`config.mk`:
```
export PLATFORM = sky130hd
export DESIGN_NAME = pbs_sequencer
export DESIGN_NICKNAME = d
export VERILOG_FILES = /design/src/include/pbs_pkg.sv /design/src/verilog/pbs_tick.sv /design/src/verilog/pbs_sequencer.sv
export SDC_FILE = /design/constraint.sdc
export NUM_CORES = 1
export LEC_CHECK = 0
export BUFFER_PORTS_ARGS = -buffer_cell sky130_fd_sc_hd__buf_2
export CAP_MARGIN = 20
export CORE_MARGIN = 2
export CORE_UTILIZATION = 44
export CTS_BUF_LIST = sky130_fd_sc_hd__clkbuf_8
export DETAILED_ROUTE_END_ITERATION = 10
export PLACE_DENSITY = 0.76
export SLEW_MARGIN = 20
export SYNTH_ARGS = -nofsm -noshare
export SYNTH_HDL_FRONTEND = slang
export SYNTH_SLANG_ARGS = --single-unit
```
`constraint.sdc`:
```
create_clock -name clk -period 2.15 [get_ports clk]
set_input_delay 0.215 -clock clk [delete_from_list [all_inputs] [get_ports clk]]
set_output_delay 0.215 -clock clk [all_outputs]
set_load 0.01 [all_outputs]
```
`src/include/pbs_pkg.sv`:
```
// Notes on behaviour
// - Enable deasserted at power-up.
// - Turn-on needs 32 ms continuous low.
// - Extra configurable turn-on delay added.
// - Button high restarts any debounce timer.
// - Shutdown request ignored 512 ms after enable.
// - Button ignored during power-on blanking.
// - Request low at blanking end aborts power-on.
// - Interrupt asserts after 32 ms press.
// - Interrupt held 32 ms minimum, tracks button.
// - Request low releases enable immediately.
// - Forced off after 64 ms continuous low.
// - Extra configurable power-down delay added.
// - Long press releases interrupt and enable.
// - 256 ms button lockout after shutdown.
// - Enable polarity is a build option.
package pbs_pkg;
	localparam int unsigned CLK_HZ       = 50_000_000;
	localparam int unsigned TICK_US      = 100;
	localparam int unsigned TICK_CYCLES  = CLK_HZ / 1_000_000 * TICK_US;
	localparam int unsigned TICK_W       = 13;
	localparam int unsigned TICKS_PER_MS = 1000 / TICK_US;
	localparam int unsigned DEB_MS       = 32;
	localparam int unsigned BLANK_MS     = 512;
	localparam int unsigned LOCK_MS      = 256;
	localparam int unsigned PD_MS        = 64;
	localparam int unsigned CNT_W        = 24;
	localparam logic [CNT_W-1:0] DEB_TICKS   = CNT_W'(DEB_MS * TICKS_PER_MS);
	localparam logic [CNT_W-1:0] BLANK_TICKS = CNT_W'(BLANK_MS * TICKS_PER_MS);
	localparam logic [CNT_W-1:0] LOCK_TICKS  = CNT_W'(LOCK_MS * TICKS_PER_MS);
	localparam logic [CNT_W-1:0] PD_TICKS    = CNT_W'(PD_MS * TICKS_PER_MS);
	localparam logic [1:0]       SYNC_RESET  = 2'h3;

	typedef enum logic [2:0] {
		PBS_OFF   = 3'h0,
		PBS_ARM   = 3'h1,
		PBS_BLANK = 3'h2,
		PBS_RUN   = 3'h3,
		PBS_LOCK  = 3'h4
	} pbs_state_e;
endpackage

```
`src/verilog/pbs_tick.sv`:
```
`timescale 1ns/10ps
module pbs_tick
#(
	parameter int unsigned CYCLES = pbs_pkg::TICK_CYCLES
)
(
	input  wire logic clk,
	input  wire logic rstn,
	output logic      tick
);
	typedef struct packed {
		logic [pbs_pkg::TICK_W-1:0] cnt;
		logic                       tick;
	} pbs_tick_s;

	pbs_tick_s st_reg;
	pbs_tick_s st_next;

	// Fixed timebase for every timer
	always_comb
	begin
		st_next = st_reg;
		st_next.tick = 1'b0;
		if (st_reg.cnt == pbs_pkg::TICK_W'(CYCLES - 1))
		begin
			st_next.cnt = '0;
			st_next.tick = 1'b1;
		end
		else
			st_next.cnt = st_reg.cnt + 1'b1;
	end

	always_ff @(posedge clk or negedge rstn)
	begin
		if (!rstn)
			st_reg <= '0;
		else
			st_reg <= st_next;
	end

	assign tick = st_reg.tick;
endmodule // pbs_tick

```
`src/verilog/pbs_sequencer.sv`:
```
`timescale 1ns/10ps
module pbs_sequencer
#(
	parameter bit          EN_ACTIVE_HIGH = 1'b1,
	parameter int unsigned TICK_CYCLES    = pbs_pkg::TICK_CYCLES
)
(
	input  wire logic                    clk,
	input  wire logic                    rstn,
	input  wire logic                    button_in_n,
	input  wire logic                    kill_in_n,
	input  wire logic [pbs_pkg::CNT_W-1:0] on_delay_adjust,
	input  wire logic [pbs_pkg::CNT_W-1:0] off_delay_adjust,
	output logic                         power_en,
	output logic                         int_out_n,
	output logic                         int_oe_n,
	output logic                         power_on_sts
);
	typedef struct packed {
		logic [1:0]                  btn_sync;
		logic [1:0]                  kill_sync;
		pbs_pkg::pbs_state_e         state;
		logic [pbs_pkg::CNT_W-1:0]   low_cnt;
		logic [pbs_pkg::CNT_W-1:0]   tmr;
		logic                        int_act;
		logic                        en_act;
		logic                        en_pin;
		logic                        int_pin_n;
	} pbs_seq_s;

	pbs_seq_s st_reg;
	pbs_seq_s st_next;
	logic     tick;
	logic     btn_low;
	logic     kill_low;

	pbs_tick #(.CYCLES(TICK_CYCLES)) u_tick
	(
		.clk  (clk),
		.rstn (rstn),
		.tick (tick)
	);

	function automatic logic [pbs_pkg::CNT_W-1:0] sat_inc(input logic [pbs_pkg::CNT_W-1:0] v);
		sat_inc = (&v) ? v : v + 1'b1;
	endfunction

	////////////////////////////////////////////////////////////////////////////////
	// Synchronised inputs, second stage only
	assign btn_low  = ~st_reg.btn_sync[1];
	assign kill_low = ~st_reg.kill_sync[1];

	always_comb
	begin
		st_next = st_reg;
		st_next.btn_sync  = {st_reg.btn_sync[0], button_in_n};
		st_next.kill_sync = {st_reg.kill_sync[0], kill_in_n};
		// Continuous-low counter, cleared by any high
		if (!btn_low)
			st_next.low_cnt = '0;
		else if (tick)
			st_next.low_cnt = sat_inc(st_reg.low_cnt);
		if (tick && st_reg.tmr != '0)
			st_next.tmr = st_reg.tmr - 1'b1;
		unique case (st_reg.state)
			pbs_pkg::PBS_OFF:
			begin
				st_next.en_act = 1'b0;
				st_next.int_act = 1'b0;
				if (btn_low)
					st_next.state = pbs_pkg::PBS_ARM;
			end
			pbs_pkg::PBS_ARM:
			begin
				if (!btn_low)
					st_next.state = pbs_pkg::PBS_OFF;
				else if (st_reg.low_cnt >= pbs_pkg::DEB_TICKS + on_delay_adjust)
				begin
					st_next.en_act = 1'b1;
					st_next.tmr = pbs_pkg::BLANK_TICKS;
					st_next.state = pbs_pkg::PBS_BLANK;
				end
			end
			pbs_pkg::PBS_BLANK:
			begin
				// Button ignored here; request checked only when the blanking timer reaches zero
				if (st_reg.tmr == '0)
				begin
					if (kill_low)
					begin
						st_next.en_act = 1'b0;
						st_next.state = pbs_pkg::PBS_OFF;
					end
					else
						st_next.state = pbs_pkg::PBS_RUN;
				end
			end
			pbs_pkg::PBS_RUN:
			begin
				if (st_reg.int_act)
				begin
					if (st_reg.tmr == '0 && !btn_low)
						st_next.int_act = 1'b0;
				end
				else if (btn_low && st_reg.low_cnt >= pbs_pkg::DEB_TICKS)
				begin
					st_next.int_act = 1'b1;
					st_next.tmr = pbs_pkg::DEB_TICKS;
				end
				if (kill_low)
				begin
					st_next.en_act = 1'b0;
					st_next.int_act = 1'b0;
					st_next.tmr = pbs_pkg::LOCK_TICKS;
					st_next.state = pbs_pkg::PBS_LOCK;
				end
				else if (btn_low && st_reg.low_cnt >= pbs_pkg::PD_TICKS + off_delay_adjust)
				begin
					st_next.en_act = 1'b0;
					st_next.int_act = 1'b0;
					st_next.tmr = pbs_pkg::LOCK_TICKS;
					st_next.state = pbs_pkg::PBS_LOCK;
				end
			end
			pbs_pkg::PBS_LOCK:
			begin
				// Button held through lockout must be released first
				if (st_reg.tmr == '0 && !btn_low)
					st_next.state = pbs_pkg::PBS_OFF;
			end
			default:
			begin
				st_next.state = pbs_pkg::PBS_OFF;
				st_next.en_act = 1'b0;
				st_next.int_act = 1'b0;
			end
		endcase
		st_next.en_pin = st_next.en_act ^ ~EN_ACTIVE_HIGH;
		st_next.int_pin_n = ~st_next.int_act;
	end

	always_ff @(posedge clk or negedge rstn)
	begin
		if (!rstn)
		begin
			st_reg <= '0;
			st_reg.btn_sync  <= pbs_pkg::SYNC_RESET;
			st_reg.kill_sync <= pbs_pkg::SYNC_RESET;
			st_reg.en_pin    <= ~EN_ACTIVE_HIGH;
			st_reg.int_pin_n <= 1'b1;
		end
		else
			st_reg <= st_next;
	end

	assign power_en     = st_reg.en_pin;
	assign int_out_n    = 1'b0;
	assign int_oe_n     = st_reg.int_pin_n;
	assign power_on_sts = st_reg.en_act;
endmodule // pbs_sequencer

```
==> results of run 1 <==
-- power by group through the flow --
stage,Sequential [mW],Combinational (mW),Clock (mW)
global route,1.38,0.429,1.25
finish,1.38,0.389,1.17
floorplan,1.40,0.142,0
detailed placement,1.40,0.334,0
CTS,1.38,0.375,1.19
global placement,1.40,0.316,0
-- through the flow --
| stage | util (%) | setup TNS (ns) | total power, mW | area (sq um) | setup WS, ns |
|---|---|---|---|---|---|
| global placement | 56.7 | -16.62 | 1.72 | 6560 | -0.595 |
| floorplan | - | -6.86 | 1.54 | 5380 | -0.264 |
| detailed placement | 56.7 | -20.71 | 1.74 | 6560 | -0.754 |
| CTS | 62.1 | -5.13 | 2.94 | 7180 | -0.202 |
| finish | 64.1 | -9.89 | 2.94 | 7420 | -0.381 |
| global route | 64.1 | -13.27 | 3.06 | 7420 | -0.498 |
-- cell type report --
| class | instances | area share [%] |
|---|---|---|
| well taps | 143 | 2.41 |
| flip-flops and latches | 72 | 24.4 |
| inverters | 26 | 1.32 |
| clock inverters | 7 | 1.20 |
| clock buffers | 9 | 1.67 |
| multi-input cells | 472 | 50.9 |
| repair buffers | 182 | 18.1 |
-- routing by layer --
metal | vias up | track usage, % | part of all wire (%)
met4 | 0 | 8.78 | 2.8
li1 | 2467 | - | -
met5 | - | 0 | 0
met1 | 2532 | 27.7 | 42
met3 | 43 | 3.67 | 3.8
met2 | 144 | 41.4 | 51
-- critical path: cells and delay by family --
kind                       cells  cell delay, ns
adders and majority gates      2            0.43
buffers and inverters          2            0.29
xor gates and xnor gates       1            0.19
and+or+nand+nor                5            0.96
AOI/OAI and AO/OA              4            0.67
-- what timing repair did --
action / CTS / global route
hold buffers: 3 / 0
endpoints found under the hold margin: 12 / 0
pin swaps: 36 / 12
buffers inserted: 6 / 7
setup endpoints to repair: 30 / 33
gates cloned: 3 / 3
resized for setup: 67 / 28
-- kinds of logic (layout without fill, tap and decap cells) --
kind of cell / count (synthesis) / after routing / share of synthesized area [%]
adders and majority gates: 55 / 55 / 13.1
and+or+nand+nor: 236 / 236 / 23.4
buffers and inverters: 41 / 224 / 3.37
muxes: 2 / 2 / 0.380
other: 1 / 1 / 0.0712
DFF: 72 / 72 / 34.3
AOI/OAI and AO/OA: 98 / 98 / 12.1
xor gates and xnor gates: 80 / 80 / 13.3
-- cell usage after synthesis, types with 4 or more instances --
cell and number:
a211oi_1 9, nand3_1 30, nor2_1 56, xor2_1 30, dfrtp_1 67, a21o_1 5, dfstp_2 5, buf_2 4
xnor2_1 50, nand4_1 12, a21oi_1 25, and3_1 12, nor4_1 14, and4_1 4, o21a_1 4, ha_1 55
nand2_1 34, nand2b_1 5, nor3_1 39, or3_1 10, o211ai_1 7, clkbuf_1 7, inv_1 26, a31oi_1 4
o21ai_0 23
-- placed cells by master, fill, tap and decap left out, types with 18 or more instances in the layout --
master and n:
nor2_1 51, xnor2_1 50, o21ai_0 18, xor2_1 27
buf_2 46, inv_1 27, nand2_1 31, a21oi_1 20
dfrtp_1 65, nor3_1 24, buf_4 118, ha_1 51
nand3_1 23
-- worst min path at each step --
stage / to / cells after the start
final: st_reg[20] / 2
after global routing: st_reg[18] / 2
after CTS: st_reg[20] / 2
after detailed placement: st_reg[20] / 1
after global placement: st_reg[20] / 1
after floorplan: power_en / 0
==> results.txt, run 1 <==
- Antenna Nets Post-Route: 0
- Leaving out filler cells and counting taps, the final layout contains 911.
- The synthesized netlist contains 58 unique library cells.
- Synthesis produced a netlist whose cell count is 585.
* Beginning of the worst register-to-register path: st_reg[28]
- Element type at the critical path end: register
- Library cell contributing the largest single delay on the critical path: nor4_4
* Largest area contributor in the synthesized netlist: dfrtp_1
- After the first detailed-routing iteration, the DRC count stood at 274.
* Minimum setup slack among reg-to-reg paths: -0.19 ns
* Clock power share: 39.9%
- For the worst-skew pair, the clock arrives at the later sink with an insertion delay of 0.36 ns.
- The number of global-route vias before repair is 5372.
* Number of buffers inserted during clock tree synthesis: 9
* Synthesized area: 5270 sq um
- Summed over all layers, the routed wires come to 15.0 mm.
- Summing over every cut layer, the via total after detailed routing is 5186.
* Wire length per cell: 16.5 microns
- On the final layout, the worst clock skew is 0.0211 ns.
- The floorplan has 39 rows.
- Fraction of layout cells with a size suffix above 1: 37.0%
- Entering global routing, the biggest net connects 42 pins.
- CTS H-tree lvls: 3
- At the end of routability-driven placement, the weighted congestion stood at 0.903.
- In this run the power density over the cells is 396 nW/um^2.
- After synthesis, the share of flip-flops with an asynchronous set or reset is 100%.
- Number of nets produced by synthesis: 692
* Synth Warn #: 0
- Normalized max-slew margin: 64.8%
- Setup repair after global routing could not meet its margin everywhere.
- Peak supply drop: 0.368 mV
- Buffer cell driving the clock tree root: clkbuf_8
- TritonCTS built the clock tree.
- Net switching is 25.0% of the power.
- 56 I/O pins were placed.
* Post-Place Cells: 874
* Critical path launch point type: input port
- Number of sinks on the clock net: 72
* Top FF cell, synth: dfrtp_1
* Clk buf depth: 2
* Arrival @ worst endpoint: 2.77 ns
* Number of port buffers: 54
- Worst Hold Margin: 0.241 ns
- Static timing analysis puts the maximum clock frequency at 0.395 GHz.
- First-pass detailed-route iteration total: 5
- Summing all flip-flop and latch instances after layout gives 1810 sq um.
* Seq/Total Area, Yosys: 34.3%
* Part of the total power dissipated in sequential elements: 46.9%
- Number of flip-flops under the largest register name: 54
* Violated checks: negative setup slack
- X dimension of the die: 113 microns
- In this run the critical register-to-register path is captured at st_reg[18].
- For the worst flop-to-flop path, the logic depth is 10.
* Detailed-placement wirelength estimate: 10.3 mm
- Final routed DRC violation total: 0
* Type of the worst setup path: in2reg
- Once routing completed, OpenROAD measured the worst setup slack at -0.381 ns.
* Core region area: 11600 sq um
- Subtracting the final worst setup slack from the clock period gives 2.53 ns.
- Cell types occupying the most area after synthesis: dfrtp_1 32%, ha_1 13%, xnor2_1 8.3%
- The number of hold violations in the final report is 0.
* Ratio of final minimum period to clock period: 118%
- Status: complete, but fails checks
- Multi-input logic area: 3770 sq um
- The final max-slew violation count is 0.
* Critical path endpoint: st_reg[4]
- Leakage: 3.32 nW
- Syn avg cell area: 9.01 sq um
- Setup violations remaining at the end of the flow were counted as 30.
- The filler cells instantiated in the layout total 865.
* Worst min-delay path category: in2async
* Antenna diode count: 0
- Number of max-cap violations: 0
* Area growth from synthesis to final layout: 40.8%
- In this run the biggest area consumer among cell types represents 31.8% of the synthesized area.
- Antenna violations before repair: 0
* Total grt overflow: 0
- Maximum fanout along the worst path: 5
* Clock-pin slew reported for the worst setup and hold paths after clock tree synthesis: 0.09 ns
- Transition at the pin with the smallest max-transition slack: 0.528 ns
* Area enclosed by the die boundary: 12900 sq um
* Crit path required time: 2.39 ns
* Nets: 870
- The synthesized design contains 0 enable-type register cells.
- By instance count, the cell type seen most on the critical path is ha_4.
- The critical path goes through buf_8, ha_4, o2111ai_4, nor2_4, nand3_2, xor2_2, ha_4, nand4_1, nor4_4, a22oi_2, o21bai_1, o21bai_4, clkbuf_16, nor3_2.
* Internal cell power: 2.20 mW
- Start point of the critical path: off_delay_adjust[8]
* Via-to-Cell Ratio: 5.69
* Chip height: 113 microns
- The first global-routing pass estimated 24.1 mm of wire.
* Net Sw Power: 0.735 mW
- Initial cell density of the core: 45.6%
- Portion of total power attributed to combinational logic: 13.2%
- On the worst path, the slowest cell contributes a delay of 0.41 ns.
- Count of state elements after synthesis: 72
- Across every metal layer, demand over resource in global routing totals 23.0%.
Note: power is estimated with default switching activity, not from simulation.
==> run 2, diff against run 1 <==
Settings changed: RECOVER_POWER set to 100.
==> run 2 against run 1 <==
Net effect:
- non-clock buffer count unchanged
- clock power about the same
- fmax increased by 0.13%
- die area unchanged
- flip-flop and latch count unchanged
- largest power group unchanged
- worst setup slack improved by 0.0033 ns
- sequential power about the same
- cell count unchanged
- register-to-register slack about the same
- the flow still finishes with violations (negative setup slack)
- clock skew about the same
- count of clock-buffer cells in the layout unchanged
- worst hold slack improved by 0.10 ns
- critical path type unchanged
==> results.txt, run 2 (synthesized netlist as in run 1, its figures left out) <==
- The delay contributed by the slowest stage of the critical path came to 0.41 ns (about the same).
- Number of flip-flops under the largest register name: 54 (unchanged)
- Wire length of the first global-routing pass: 24.1 mm (unchanged)
- Most common cell type on the critical path: ha_4
- The final layout net count was 870 (unchanged).
* Final hold violation count: 0 (unchanged)
- The minimum setup slack in the final design came to -0.378 ns (+0.00326 ns).
* Antenna Nets Post-Route: 0 (unchanged)
- The worst path arrival time is 2.77 ns (about the same).
- Setup repair after global routing could not meet its margin everywhere.
- Crit path required time: 2.39 ns (about the same)
- The total die area came to 12900 sq um (unchanged).
* Antenna diode count: 0 (unchanged)
* Transition at the pin with the smallest max-transition slack: 1.03 ns (+0.502 ns)
- Antenna violations before repair: 0 (unchanged)
* Via count of the first global-routing pass: 5372 (unchanged)
- Total detailed-routing wirelength: 15.0 mm (-0.13%)
- Post-Route Setup TNS: -9.87 ns (+0.0232 ns)
- The H-tree depth was 3 (unchanged).
- The height of the die came to 113 microns (unchanged).
* Net Sw Power: 0.732 mW (-0.37%)
* Most common cell after layout, fill and taps aside: buf_4
- Detailed-placement wirelength estimate: 10.3 mm (unchanged)
- Library cell contributing the largest single delay on the critical path: nor4_4
- Worst min-delay path category: reg2reg
- The count of boundary I/O pins came to 56 (unchanged).
- The leakage power of the design is 3.30 nW (-0.85%).
- The number of failing setup endpoints in the final timing report is 30 (unchanged).
- The number of buffer cells added on primary ports is 54 (unchanged).
* Switching fraction of total power: 25.0% (-0.057 points)
* First-pass detailed-route iteration total: 5 (unchanged)
- Clock power share: 39.8% (about the same)
* Design Power: 2.93 mW (-0.14%)
- Buffer cell driving the clock tree root: clkbuf_8
- The overall via count from detail_route is 5204 (+0.35%).
- Iteration-0 DRC Markers: 299 (+9.1%)
- The cell area after placement was 6560 sq um (unchanged).
- Via-to-Cell Ratio: 5.71 (+0.35%)
* Power density normalized to cell area: 398 nW/um^2 (+0.43%)
- Crit path buf inv count: 2 (unchanged)
* Type of the worst setup path: in2reg
- The area of the core region is 11600 sq um (unchanged).
* Fraction of layout cells with a size suffix above 1: 35.9% (-1.0 points)
- The overflow left after global routing was 0 (unchanged).
- Gate family responsible for the most delay along the worst path: simple AND/OR/NAND/NOR gates
- The number of sinks on the clock net was 72 (unchanged).
* Violated checks: negative setup slack
- The post-layout instance count excluding filler cells came to 911 (unchanged).
* Final weighted congestion in routability-driven placement: 0.903 (unchanged)
- The portion of total power attributed to combinational logic was 13.2% (about the same).
- X dimension of the die: 113 microns (unchanged)
- STA classifies the critical path startpoint as an input port.
* Number of max-cap violations: 0 (unchanged)
- The utilization after layout was 63.8% (-0.37 points).
- Max-slew violation count: 0 (unchanged)
- STA classifies the critical path endpoint as a register.
- The combined global-route utilization of all metal layers came to 23.0% (unchanged).
* Ratio of final minimum period to clock period: 118% (-0.15 points)
- Worst Hold Margin: 0.342 ns (+0.101 ns)
- Clock-pin slew reported for the worst setup and hold paths after clock tree synthesis: 0.09 ns (about the same)
* Area growth from synthesis to final layout: 40.0%
- The effective utilization at floorplan came to 45.6% (unchanged).
* TritonCTS clock tree: done
- Worst skew pair latency: 0.36 ns (about the same)
- The highest fanout seen on the critical path came to 5 (unchanged).
- In the layout the commonest cells are 108 x buf_4, 65 x dfrtp_1, 51 x nor2_1, 51 x ha_1, 50 x xnor2_1.
- The maximum clock frequency was 0.396 GHz (+0.13%).
- The TritonCTS buffer count was 9 (unchanged).
* Internal cell power: 2.20 mW (about the same)
* Peak supply drop: 0.368 mV (about the same)
- Clock skew: 0.0212 ns (+0.000134 ns)
- Status: complete, but fails checks
- The relative contribution of sequential cells to total power came to 46.9% (about the same).
* Pre-CTS setup slack: -0.754 ns (unchanged)
- Floorplan row count: 39 (unchanged)
- Walking the worst path, the cells encountered are buf_8, ha_4, o2111ai_4, nor2_4, nand3_2, xor2_2, ha_4, nand4_1, nor4_4, a22oi_2, o21bai_1, o21bai_4, clkbuf_16, nor3_2.
* Final routed DRC violation total: 0 (unchanged)
- Wire length per cell: 16.5 microns (-0.13%)
- The maximum root-to-sink buffer count is 2 (unchanged).
- Normalized max-slew margin: 31.3% (-33 points)
- Crit path time final: 2.53 ns (-0.00326 ns)
- Pin count of the biggest net entering global routing: 42 (unchanged)
* Post-route standard cell area excluding fillers: 7380 sq um (-0.57%)
* Post-Place Cells: 874 (unchanged)
-- run 2: routing by layer --
layer | part of all wire, % | GRT usage [%]
met1 | 42 | 27.7
met2 | 51 | 41.4
met3 | 4.2 | 3.67
met4 | 2.9 | 8.78
met5 | 0 | 0
-- run 2: worst reg2reg max path: cells and delay by family, from the launching register on --
family / cells / cell delay (ns)
buffers and inverters: 3 / 0.51
adder cells (fa/ha/maj): 1 / 0.24
flip-flops: 1 / 0.38
AO/OA/AOI/OAI: 4 / 0.79
AND/OR/NAND/NOR: 2 / 0.34
-- run 2: final timing paths --
kind,depth (start not counted),slack (ns),end,from
max,14,-0.38,st_reg[4],off_delay_adjust[8]
min,0,0.34,st_reg[56],st_next[56]
max reg2reg,10,-0.18,st_reg[18],st_reg[28]
min reg2reg,0,0.34,st_reg[56],st_next[56]
max in group asynchronous,3,0.27,st_reg[38],rstn
min in group asynchronous,2,0.36,st_reg[20],rstn
-- run 2: timing repair --
item                       4_1_cts  5_1_grt
gates resized for setup         67       28
setup buffers                    6        7
hold buffers                     3        0
hold endpoints to repair        12        0
cloned                           3        3
pin swaps                       36       12
setup endpoints to repair       30       33
-- run 2: area by class of cell --
cell class,instances,area [sq um]
clock buffer,9,124
sequential,72,1810
inverter,26,97.6
fill,881,4190
tap,143,179
multi-input combinational,472,3760
timing repair buffer,182,1320
clock inverter,7,88.8
-- run 2: power by group through the flow --
stage	registers (mW)	logic (mW)	clock network (mW)
2_1_floorplan	1.40	0.142	0
3_3_place_gp	1.40	0.316	0
3_5_place_dp	1.40	0.334	0
4_1_cts	1.38	0.375	1.19
5_1_grt	1.38	0.427	1.25
6_report	1.38	0.388	1.17
